$ cat src/dram_pd_pkg.sv
// How it works
// - Precharge closes one bank or all
// - Precharged bank needs activate before access
// - Wait precharge time before reusing banks
// - Refresh every 7.8125us average, 64ms
// - Refresh lasts refresh cycle time minimum
// - Above 85C refresh every 3.9us
// - Refresh with clock enable low enters self refresh
// - Only nop after self refresh exit
// - Exit intervals count from first registered high
// - Reads wait 200 cycles after self refresh
// - Clock enable stays high until read time; power-down entry waits for it, self refresh entry does not
// - Termination off around self refresh
// - Self refresh only with all banks idle
// - Clock enable high through bursts; the code may start power-down and drop it the cycle after a read or write
// - Clock enable low with nop enters power-down
// - Idle banks give precharge power-down, else active
// - Power-down disables buffers, freezes loop if precharge
// - Clock enable high with nop exits power-down
// - Clock enable levels held three edges
// - Power-down exit read and nonread waits
// - No column access at power-down entry
package dram_pd_pkg;
  localparam int unsigned CLK_PERIOD_PS   = 25000;
  localparam int unsigned NUM_BANKS       = 4;
  localparam int unsigned BANK_W          = 2;
  // Times in ps, refresh intervals in ns
  localparam int unsigned T_RP_PS         = 15000;
  localparam int unsigned T_RPA_PS        = 17500;
  localparam int unsigned T_RFC_PS        = 127500;
  localparam int unsigned T_XSNR_PS       = 137500;
  localparam int unsigned T_REFI_NS       = 7812;
  localparam int unsigned T_REFI_HOT_NS   = 3900;
  localparam int unsigned RP_CYC   = (T_RP_PS + CLK_PERIOD_PS - 1) / CLK_PERIOD_PS;
  localparam int unsigned RPA_CYC  = (T_RPA_PS + CLK_PERIOD_PS - 1) / CLK_PERIOD_PS;
  localparam int unsigned RFC_CYC  = (T_RFC_PS + CLK_PERIOD_PS - 1) / CLK_PERIOD_PS;
  localparam int unsigned XSNR_CYC = (T_XSNR_PS + CLK_PERIOD_PS - 1) / CLK_PERIOD_PS;
  localparam int unsigned XSRD_CYC = 200;
  localparam int unsigned XP_CYC   = 2;
  localparam int unsigned XARD_CYC = 2;
  localparam int unsigned XARDS_CYC = 7;
  localparam int unsigned CKE_MIN_CYC = 3;
  localparam int unsigned REFI_CYC     = (T_REFI_NS * 1000) / CLK_PERIOD_PS;
  localparam int unsigned REFI_HOT_CYC = (T_REFI_HOT_NS * 1000) / CLK_PERIOD_PS;
  localparam int unsigned CNT_W    = 9;
  localparam int unsigned REFI_W   = 9;
  localparam int unsigned SLOW_EXIT_BIT = 12;

  typedef enum logic [2:0] {
    CMD_NOP, CMD_ACT, CMD_READ, CMD_WRITE, CMD_PRE, CMD_REF, CMD_MRS
  } cmd_e;

  typedef enum logic [1:0] {
    PWR_ON, PWR_PPD, PWR_APD, PWR_SR
  } pwr_e;
endpackage

$ cat src/dram_link_if.sv
interface dram_link_if;
  import dram_pd_pkg::*;
  logic              cke;
  cmd_e              cmd;
  logic [BANK_W-1:0] bank;
  logic              all_bank_select;
  logic              termination_enable;
  logic              slow_exit;
  modport ctrl (output cke, cmd, bank, all_bank_select, termination_enable, slow_exit);
  modport mem  (input  cke, cmd, bank, all_bank_select, termination_enable, slow_exit);
endinterface

$ cat src/dram_ctrl_end.sv
module dram_ctrl_end
  import dram_pd_pkg::*;
(
  input  wire logic              core_clk_i,
  input  wire logic              rst_b_i,
  dram_link_if.ctrl              link,
  input  wire logic              req_valid_i,
  input  cmd_e                   req_cmd_i,
  input  wire logic [BANK_W-1:0] req_bank_i,
  input  wire logic              req_all_i,
  input  wire logic              pd_req_i,
  input  wire logic              sr_req_i,
  input  wire logic              hot_i,
  input  wire logic              slow_exit_i,
  input  wire logic              odt_req_i,
  output logic                   req_ready_o,
  output logic                   asleep_o
);
  // ----------------------------------------
  // Timers
  // ----------------------------------------
  typedef enum logic [2:0] {ST_RUN, ST_PD, ST_SR, ST_XSR, ST_XPD} st_e;
  st_e                  st_r;
  st_e                  st_nxt;
  logic [NUM_BANKS-1:0] open_r;
  logic [REFI_W-1:0]    refi_r;
  logic                 ref_due_r;
  logic [1:0]           hold_r;
  logic [CNT_W-1:0]     rd_wait_r;
  logic                 cke_r;
  cmd_e                 cmd_r;
  logic [BANK_W-1:0]    bank_r;
  logic                 all_r;
  logic                 busy;
  logic                 load;
  logic [CNT_W-1:0]     load_val;

  // Counter runs 0..top inclusive, so top is one below the interval length
  wire  [REFI_W-1:0] refi_top = hot_i ? REFI_W'(REFI_HOT_CYC - 1)
                                      : REFI_W'(REFI_CYC - 1);
  wire  hold_ok   = (hold_r == 2'd0);
  wire  all_idle  = (open_r == '0);
  wire  run_ok    = (st_r == ST_RUN) && !busy;
  wire  do_ref    = run_ok && ref_due_r && all_idle && hold_ok;
  wire  do_sr     = run_ok && !do_ref && sr_req_i && all_idle && hold_ok;
  wire  do_pd     = run_ok && !do_ref && !do_sr && pd_req_i && hold_ok
                  && (rd_wait_r == '0);
  wire  is_read   = req_cmd_i == CMD_READ;
  wire  acc_ok    = req_cmd_i == CMD_ACT || req_cmd_i == CMD_PRE
                  || req_cmd_i == CMD_MRS || open_r[req_bank_i];
  wire  do_req    = run_ok && !do_ref && !do_sr && !do_pd && req_valid_i
                  && acc_ok && !(is_read && rd_wait_r != '0);
  wire  wake      = hold_ok && ((st_r == ST_SR && !sr_req_i)
                  || (st_r == ST_PD && !pd_req_i));

  always_comb begin
    load     = 1'b1;
    load_val = '0;
    if (do_ref) load_val = CNT_W'(RFC_CYC);
    else if (do_req && req_cmd_i == CMD_PRE)
      load_val = req_all_i ? CNT_W'(RPA_CYC) : CNT_W'(RP_CYC);
    else if (wake && st_r == ST_SR) load_val = CNT_W'(XSNR_CYC);
    else if (wake) load_val = CNT_W'(XP_CYC);
    else load = 1'b0;
  end

  wait_counter u_wait (
    .core_clk_i (core_clk_i),
    .rst_b_i    (rst_b_i),
    .load_i     (load),
    .value_i    (load_val),
    .busy_o     (busy)
  );

  // ----------------------------------------
  // Sequencer
  // ----------------------------------------
  always_comb begin
    st_nxt = st_r;
    case (st_r)
      ST_RUN: if (do_sr) st_nxt = ST_SR; else if (do_pd) st_nxt = ST_PD;
      ST_PD:  if (wake) st_nxt = ST_XPD;
      ST_SR:  if (wake) st_nxt = ST_XSR;
      ST_XSR: if (!busy && hold_ok) st_nxt = ST_RUN;
      ST_XPD: if (!busy && hold_ok) st_nxt = ST_RUN;
      default: st_nxt = ST_RUN;
    endcase
  end

  always_ff @(posedge core_clk_i) begin
    if (!rst_b_i) begin
      st_r      <= ST_RUN;
      open_r    <= '0;
      refi_r    <= '0;
      ref_due_r <= 1'b0;
      hold_r    <= 2'd0;
      rd_wait_r <= '0;
      cke_r     <= 1'b1;
      cmd_r     <= CMD_NOP;
      bank_r    <= '0;
      all_r     <= 1'b0;
    end else begin
      st_r   <= st_nxt;
      refi_r <= (refi_r >= refi_top) ? '0 : refi_r + REFI_W'(1);
      // Set wins over clear so a tick during refresh issue is kept
      if (refi_r >= refi_top) ref_due_r <= 1'b1;
      else if (do_ref || do_sr) ref_due_r <= 1'b0;
      if (do_sr || do_pd || wake) hold_r <= 2'(CKE_MIN_CYC - 1);
      else if (hold_r != 2'd0) hold_r <= hold_r - 2'd1;
      if (wake) rd_wait_r <= (st_r == ST_SR) ? CNT_W'(XSRD_CYC)
                            : (slow_exit_i ? CNT_W'(XARDS_CYC) : CNT_W'(XARD_CYC));
      else if (rd_wait_r != '0) rd_wait_r <= rd_wait_r - CNT_W'(1);
      if (do_sr || do_pd) cke_r <= 1'b0;
      else if (wake) cke_r <= 1'b1;
      cmd_r  <= do_ref || do_sr ? CMD_REF : (do_req ? req_cmd_i : CMD_NOP);
      bank_r <= req_bank_i;
      all_r  <= req_all_i;
      if (do_req && req_cmd_i == CMD_ACT) open_r[req_bank_i] <= 1'b1;
      if (do_req && req_cmd_i == CMD_PRE) begin
        if (req_all_i) open_r <= '0;
        else open_r[req_bank_i] <= 1'b0;
      end
    end
  end

  // Termination forced off near self refresh; drops with the request, so entry costs no idle cycle
  assign link.termination_enable = odt_req_i && st_r == ST_RUN && !sr_req_i
                                   && !(st_r == ST_RUN && rd_wait_r != '0);
  assign link.cke             = cke_r;
  assign link.cmd             = cmd_r;
  assign link.bank            = bank_r;
  assign link.all_bank_select = all_r;
  assign link.slow_exit       = slow_exit_i;
  assign req_ready_o          = do_req;
  assign asleep_o             = (st_r == ST_PD) || (st_r == ST_SR);
endmodule // dram_ctrl_end

$ cat src/wait_counter.sv
module wait_counter
  import dram_pd_pkg::*;
(
  input  wire logic             core_clk_i,
  input  wire logic             rst_b_i,
  input  wire logic             load_i,
  input  wire logic [CNT_W-1:0] value_i,
  output logic                  busy_o
);
  logic [CNT_W-1:0] cnt_r;
  always_ff @(posedge core_clk_i) begin
    if (!rst_b_i) cnt_r <= '0;
    else if (load_i) cnt_r <= value_i;
    else if (cnt_r != '0) cnt_r <= cnt_r - CNT_W'(1);
  end
  // Load is left out so a user may gate its own load on busy without a loop
  assign busy_o = (cnt_r != '0);
endmodule // wait_counter
$ cat src/flat_wrapper.sv
// flat-port wrapper written by rule: the top's interface ports become plain ports
module dram_ctrl_end_flat import dram_pd_pkg::*;
  (core_clk_i, rst_b_i, req_valid_i, req_cmd_i, req_bank_i, req_all_i, pd_req_i, sr_req_i, hot_i, slow_exit_i, odt_req_i, req_ready_o, asleep_o, link_cke, link_cmd, link_bank, link_all_bank_select, link_termination_enable, link_slow_exit);
  dram_link_if link_i ();
  input  wire logic core_clk_i;
  input  wire logic rst_b_i;
  input  wire logic req_valid_i;
  input  cmd_e req_cmd_i;
  input  wire logic [BANK_W-1:0] req_bank_i;
  input  wire logic req_all_i;
  input  wire logic pd_req_i;
  input  wire logic sr_req_i;
  input  wire logic hot_i;
  input  wire logic slow_exit_i;
  input  wire logic odt_req_i;
  output logic req_ready_o;
  output logic asleep_o;
  output wire logic [$bits(link_i.cke)-1:0] link_cke;
  output wire logic [$bits(link_i.cmd)-1:0] link_cmd;
  output wire logic [$bits(link_i.bank)-1:0] link_bank;
  output wire logic [$bits(link_i.all_bank_select)-1:0] link_all_bank_select;
  output wire logic [$bits(link_i.termination_enable)-1:0] link_termination_enable;
  output wire logic [$bits(link_i.slow_exit)-1:0] link_slow_exit;
  assign link_cke = link_i.cke;
  assign link_cmd = link_i.cmd;
  assign link_bank = link_i.bank;
  assign link_all_bank_select = link_i.all_bank_select;
  assign link_termination_enable = link_i.termination_enable;
  assign link_slow_exit = link_i.slow_exit;
  dram_ctrl_end u_core (.core_clk_i(core_clk_i), .rst_b_i(rst_b_i), .link(link_i), .req_valid_i(req_valid_i), .req_cmd_i(req_cmd_i), .req_bank_i(req_bank_i), .req_all_i(req_all_i), .pd_req_i(pd_req_i), .sr_req_i(sr_req_i), .hot_i(hot_i), .slow_exit_i(slow_exit_i), .odt_req_i(odt_req_i), .req_ready_o(req_ready_o), .asleep_o(asleep_o));
endmodule
$ cat config.mk
export PLATFORM = sky130hd
export DESIGN_NAME = dram_ctrl_end_flat
export DESIGN_NICKNAME = d
export VERILOG_FILES = /design/src/dram_pd_pkg.sv /design/src/dram_link_if.sv /design/src/dram_ctrl_end.sv /design/src/wait_counter.sv /design/src/flat_wrapper.sv
export SDC_FILE = /design/constraint.sdc
export NUM_CORES = 1
export LEC_CHECK = 0
export BUFFER_PORTS_ARGS = -buffer_cell sky130_fd_sc_hd__buf_4
export CORE_ASPECT_RATIO = 0.6
export CORE_MARGIN = 3
export CORE_UTILIZATION = 55
export CTS_CLUSTER_DIAMETER = 120
export CTS_CLUSTER_SIZE = 20
export DETAILED_ROUTE_END_ITERATION = 8
export PLACE_DENSITY = 0.8
export SLEW_MARGIN = 20
export SYNTH_ARGS = -nofsm -noshare
export SYNTH_HDL_FRONTEND = slang
export SYNTH_HIERARCHICAL = 1
export SYNTH_SLANG_ARGS = --single-unit
export TNS_END_PERCENT = 20
$ cat constraint.sdc
create_clock -name core_clk_i -period 5.3 [get_ports core_clk_i]
set_clock_uncertainty 0.1 [all_clocks]
set_input_delay 1.06 -clock core_clk_i [delete_from_list [all_inputs] [get_ports core_clk_i]]
set_output_delay 1.06 -clock core_clk_i [all_outputs]
set_load 0.02 [all_outputs]
### Yosys cells after proc, flatten, opt, wreduce, memory -nomap -nowiden

Index checks and enable logic that the tools add are counted.

| word-level totals | value |
|---|---|
| bits in registers | 44 |
| word-level logic and storage cells | 136 |
| output and inout port bits | 11 |
| bits of input ports | 14 |

| operators by class | value |
|---|---|
| equal/unequal tests | 12 |
| muxes and demuxes | 37 |
| reductions and logical operators | 62 |
| add/sub/neg operators | 4 |
| bitwise operators | 5 |
| magnitude comparators | 3 |

Operators by type and width:

| kind | count |
|---|---|
| 9-bit two-way mux | 9 |
| 1-bit logical AND | 29 |
| 3-bit two-way mux | 8 |
| 9-bit nonzero test | 2 |
| 9-bit by 1-bit subtractor with 9-bit output (second input constant) | 2 |
| 4-bit two-way mux | 4 |
| 3-bit one-hot mux with 4 select lines | 1 |
| 2-bit nonzero test | 6 |
| 1-bit two-way mux | 10 |
| 9-bit by 1-bit adder with 9-bit output (second input constant) | 1 |
| 3-bit by 2-bit == test with 1-bit output (second input constant) | 3 |
| 3-bit == test (second input constant) | 3 |
| 9-bit >= comparator | 1 |
| 9-bit zero test | 1 |
| 1-bit zero test | 8 |
| 1-bit logical OR | 8 |
| 3-bit by 1-bit == test with 1-bit output (second input constant) | 2 |
| 2-bit two-way mux | 3 |
| 2-bit by 1-bit inequality test with 1-bit output (second input constant) | 3 |
| 2-bit OR reduction | 3 |
| 4-bit bitwise AND | 1 |
| 4-bit zero test | 1 |
| 4-bit inverter | 1 |
| 4-bit bitwise OR | 1 |
| 11 further kinds | 12 |

### Depth between registers and ports, before layout

| logic depth | value |
|---|---|
| word-level depth | 27 |
| mapped depth | 12 |
| gate-level depth less buffers | 11 |

### Cells and area by module

Netlist, hierarchy kept.

Modules (own cells, without submodules):

| module | area each (µm²) | cells each | sequential area each (µm²) | times used |
|---|---|---|---|---|
| dram_ctrl_end | 1,913.1 | 223 | 700.7 | 1 |
| wait_counter | 520.5 | 64 | 180.2 | 1 |

### Least setup slack after synthesis

Ideal clock, no wire load.

| timing | value |
|---|---|
| kind | input port to output port |
| start point | input sr_req_i |
| end point | output req_ready_o |
| required time | 4,140 ps |
| stages | 4 |
| data arrival time | 2,196 ps |
| buffers on the path | 0 |
| slack | 1,944 ps |
| cells stage by stage | or2_2 a31oi_2 o2111ai_1 a31oi_1 |

| on the way | value |
|---|---|
| word-level cells in the longest chain between the ends | 13 |

RTL lines:

| item | RTL line | source |
|---|---|---|
| start: declaration | flat_wrapper.sv:12 | `input wire logic sr_req_i;` |
| 1-bit logical AND (*) (3 in series) | dram_ctrl_end.sv:45 | `wire do_sr = run_ok && !do_ref && sr_req_i && all_idle && hold_ok;` |
| 1-bit zero test (*) | dram_ctrl_end.sv:46, dram_ctrl_end.sv:51 |  |
| 1-bit logical AND (*) | dram_ctrl_end.sv:46, dram_ctrl_end.sv:51 |  |
| 1-bit logical AND (2 in series) | dram_ctrl_end.sv:46 | `wire do_pd = run_ok && !do_ref && !do_sr && pd_req_i && hold_ok` |
| 1-bit logical AND | dram_ctrl_end.sv:47 | `&& (rd_wait_r == '0);` |
| 1-bit zero test | dram_ctrl_end.sv:51 | `wire do_req = run_ok && !do_ref && !do_sr && !do_pd && req_valid_i` |
| 1-bit logical AND (*) (2 in series) | dram_ctrl_end.sv:51 |  |
| 1-bit logical AND (*) (2 in series) | dram_ctrl_end.sv:52 | `&& acc_ok && !(is_read && rd_wait_r != '0);` |
| end: declaration | flat_wrapper.sv:16 | `output logic req_ready_o;` |

Mark *: on every way between the ends. The rest lies on a longest branch, timed or not.

### Worst setup path after layout

| timing | value |
|---|---|
| start point | register u_core.u_wait.cnt_r[0] |
| end point | output req_ready_o |

| on the way | value |
|---|---|
| word-level cells in the longest chain between the ends | 21 |

RTL lines:

| item | RTL line | source |
|---|---|---|
| start: declaration | wait_counter.sv:10 | `logic [CNT_W-1:0] cnt_r;` |
| start signal: assignment | wait_counter.sv:13 | `else if (load_i) cnt_r <= value_i;` |
| start signal: assignment | wait_counter.sv:14 | `else if (cnt_r != '0) cnt_r <= cnt_r - CNT_W'(1);` |
| 9-bit nonzero test (*) | wait_counter.sv:17 | `assign busy_o = (cnt_r != '0);` |
| via u_core.busy | dram_ctrl_end.sv:34 | `logic busy;` |
| 1-bit zero test (*) | dram_ctrl_end.sv:43 | `wire run_ok = (st_r == ST_RUN) && !busy;` |
| 1-bit logical AND (*) | dram_ctrl_end.sv:43 |  |
| 1-bit logical AND (3 in series) | dram_ctrl_end.sv:44 | `wire do_ref = run_ok && ref_due_r && all_idle && hold_ok;` |
| 1-bit zero test | dram_ctrl_end.sv:45, dram_ctrl_end.sv:46, dram_ctrl_end.sv:51 |  |
| 1-bit logical AND (*) | dram_ctrl_end.sv:45, dram_ctrl_end.sv:46, dram_ctrl_end.sv:51 |  |
| 1-bit logical AND (3 in series) | dram_ctrl_end.sv:45 |  |
| 1-bit zero test | dram_ctrl_end.sv:46, dram_ctrl_end.sv:51 |  |
| 1-bit logical AND (*) | dram_ctrl_end.sv:46, dram_ctrl_end.sv:51 |  |
| 1-bit logical AND (2 in series) | dram_ctrl_end.sv:46 |  |
| 1-bit logical AND | dram_ctrl_end.sv:47 |  |
| 1-bit zero test | dram_ctrl_end.sv:51 |  |
| 1-bit logical AND (*) (2 in series) | dram_ctrl_end.sv:51 |  |
| 1-bit logical AND (*) (2 in series) | dram_ctrl_end.sv:52 |  |

Mark *: on every way through the listed nets, which the timed path passes. The rest lies on a longest branch.

==> impl_metrics.ini <==
[cts]
clk_pin_slew_ps = 70
htree_levels = 2
clockBufferDepth = 2
cts_tree = done
insertion_delay_ps = 300
holdBufCountCts = 0
clock-sinks = 44
cts_root_buf = clkbuf_8
postCtsSetupBuffers = 0
post_cts_resized = 0
cts_buffers = 5

[synthesis]
ys_ff_latch = 44
ys_types = 58
avgSynthCellArea_um2 = 8.48
netlist_area_um2 = 2430
synth_area_leaders = dfxtp_1 (36%), nor2_1 (5.1%), ha_1 (4.1%)
synth_edf_count = 0
async_flop_share_pct = 0
synthCells = 287
synth-seq-area-share_pct = 36.2
yosys.area.top_type = dfxtp_1
yosys_warnings = 6
synth_top_area_share_pct = 36.2
ys.flop_type = dfxtp_1

[drt]
dr.pass1.iters = 4
drc = 0
finalWirelength_um = 5750
viasPerCell = 6.08
vias = 2275
drt_iter0_markers = 160
antenna_left = 0
wire_per_inst_um = 15.4

[placed_design]
port_buffers = 24
placed_cells = 366
gp_congestion = 0.902
hpwl_um = 4260

[critical_path]
reg2reg_slack_ps = 2340
crit_fanout = 5
cp-end-kind = output pin
arrival_ps = 2750
r2r_start = u_core/u_wait/cnt_r[0]
r2r_cells = 11
path_cells = inv_1 > ha_1 > and2b_2 > nand4_1 > or4_4 > a31oi_2 > o2111ai_1 > a31oi_1 > buf_4
slowest_stage = or4_4
r2r-end = u_core/u_wait/cnt_r[3]
path_class = reg2out
cp.required_ps = 4140
cpPeakStageDelay_ps = 500
worstSetupStartpointType = flip-flop

[worst_hold_path]
hold_path.class = reg2reg
hold_depth = 2
min_from = u_core/rd_wait_r[8]
worstHoldEndpoint = u_core/rd_wait_r[8]

[layout]
diodes = 0
area_delta_synth_final_pct = 13.2
nNetsFinal = 335
drive_above_1_share_pct = 14.6
fin_cells = 374
final_common_cell = dfxtp_1
layout_common_cells = dfxtp_1 (44), nor2_1 (33), buf_4 (25)

[power_and_ir_drop]
leakage_nw = 1.11
powerDensity_nw_per_um2 = 493
peakVddDrop_uv = 289

[die]
io_pins = 25
die_x_um = 91.9
start_util_pct = 58.1
die_area_um2 = 5290
row_count = 18
coreArea_um2 = 4190
die_h_um = 57.5

[timing]
timing.final.crit_share_pct = 73.7
tightest_slew_ps = 1140
maxSlewHeadroom_pct = 23.4
period_minus_slack_ps = 3910
rsz0062_at_grt = no
fin_tns_setup_ps = 0
hold_violations = 0
fmax_mhz = 256
setup_viol = 0
drv_slew = 0

[grt]
grt_max_degree = 32
grt-ovfl-total = 0
grt_pass1_wl_um = 9380
track_usage_pct = 22.2
grt_pass1_vias = 1993
antenna_found_initial = 0

[run]
drv_cap = 0

[status]
outcome = completed
## sequential cells by signal (all words and copies together), names as in the netlist
| signal | flops |
|---|---|
| u_core/st_r | 3 |
| u_core/ref_due_r | 1 |
| u_core/refi_r | 9 |
| u_core/link.cmd | 3 |
| u_core/hold_r | 2 |
| u_core/link.all_bank_select | 1 |
| u_core/link.bank | 2 |
| u_core/link.cke | 1 |
| u_core/rd_wait_r | 9 |
| u_core/u_wait/cnt_r | 9 |
| u_core/open_r | 4 |
## Yosys cell counts, drive strengths merged, types with 5 or more instances
| library cell | instances |
|---|---|
| nand4 | 10 |
| nor4 | 5 |
| ha | 8 |
| nor2 | 33 |
| dfxtp | 44 |
| o211ai | 5 |
| inv | 13 |
| a21oi | 17 |
| xor2 | 11 |
| nand2 | 12 |
| nand3 | 20 |
| clkbuf | 7 |
| o21ai | 19 |
| o31ai | 6 |
## per-layer routing
metal  wire length (µm)  GRT usage (%)  up-vias
met4                 72           7.61        0
met3                458           4.87        9
met1               2920           32.6     1066
met5                  0              0        -
li1                   -              -     1111
met2               2300           32.3       89
## power by group
part | total [mW] | switching, mW | leakage, nW | internal, mW
combinational | 0.656 | 0.382 | 0.703 | 0.274
clock | 0.215 | 0.109 | 0.0445 | 0.106
sequential | 0.488 | 0.0882 | 0.360 | 0.400
## metrics by stage
step	area [µm²]	hold slack [ps]	utilization [%]	power (mW)	setup slack [ps]
3_5_place_dp	2660	359	63.5	1.13	1740
3_3_place_gp	2660	355	63.5	1.11	1790
2_1_floorplan	2450	334	-	0.977	1940
5_1_grt	2750	402	65.7	1.46	1270
6_report	2750	369	65.7	1.36	1390
4_1_cts	2750	372	65.7	1.35	1440
## worst max path at each step
stage,from,endpoint,slack (ps),cells past startpoint
3_3_place_gp,sr_req_i,req_ready_o,1790,6
4_1_cts,u_core/u_wait/cnt_r[0],req_ready_o,1440,9
2_1_floorplan,sr_req_i,req_ready_o,1940,4
3_5_place_dp,sr_req_i,req_ready_o,1740,6
5_1_grt,u_core/u_wait/cnt_r[1],req_ready_o,1270,9
6_report,u_core/u_wait/cnt_r[0],req_ready_o,1390,9
## cell type report
type | instances | area, µm²
fill | 357 | 1440
sequential | 44 | 881
multi-input combinational | 224 | 1470
tap | 60 | 75.1
clock inverter | 1 | 7.51
clock buffer | 7 | 86.3
inverter | 13 | 48.8
timing repair buffer | 25 | 188
## critical path: cells and delay by family, from the launching register on
family	cells	cell delay (ps)
buffers and inverters	2	270
AOI/OAI and AO/OA	3	740
DFF	1	340
adders and majority gates	1	210
and+or+nand+nor	3	920
## logic make-up after synthesis
family | Yosys count | synth area share [%]
AND/OR/NAND/NOR | 116 | 27.1
buffers and inverters | 24 | 4.27
AO/OA/AOI/OAI | 74 | 20.1
other | 1 | 0.154
flip-flops | 44 | 36.2
XOR/XNOR | 15 | 5.40
multiplexers | 5 | 2.67
adder cells (fa/ha/maj) | 8 | 4.11
(Power assumes the default switching activity.)
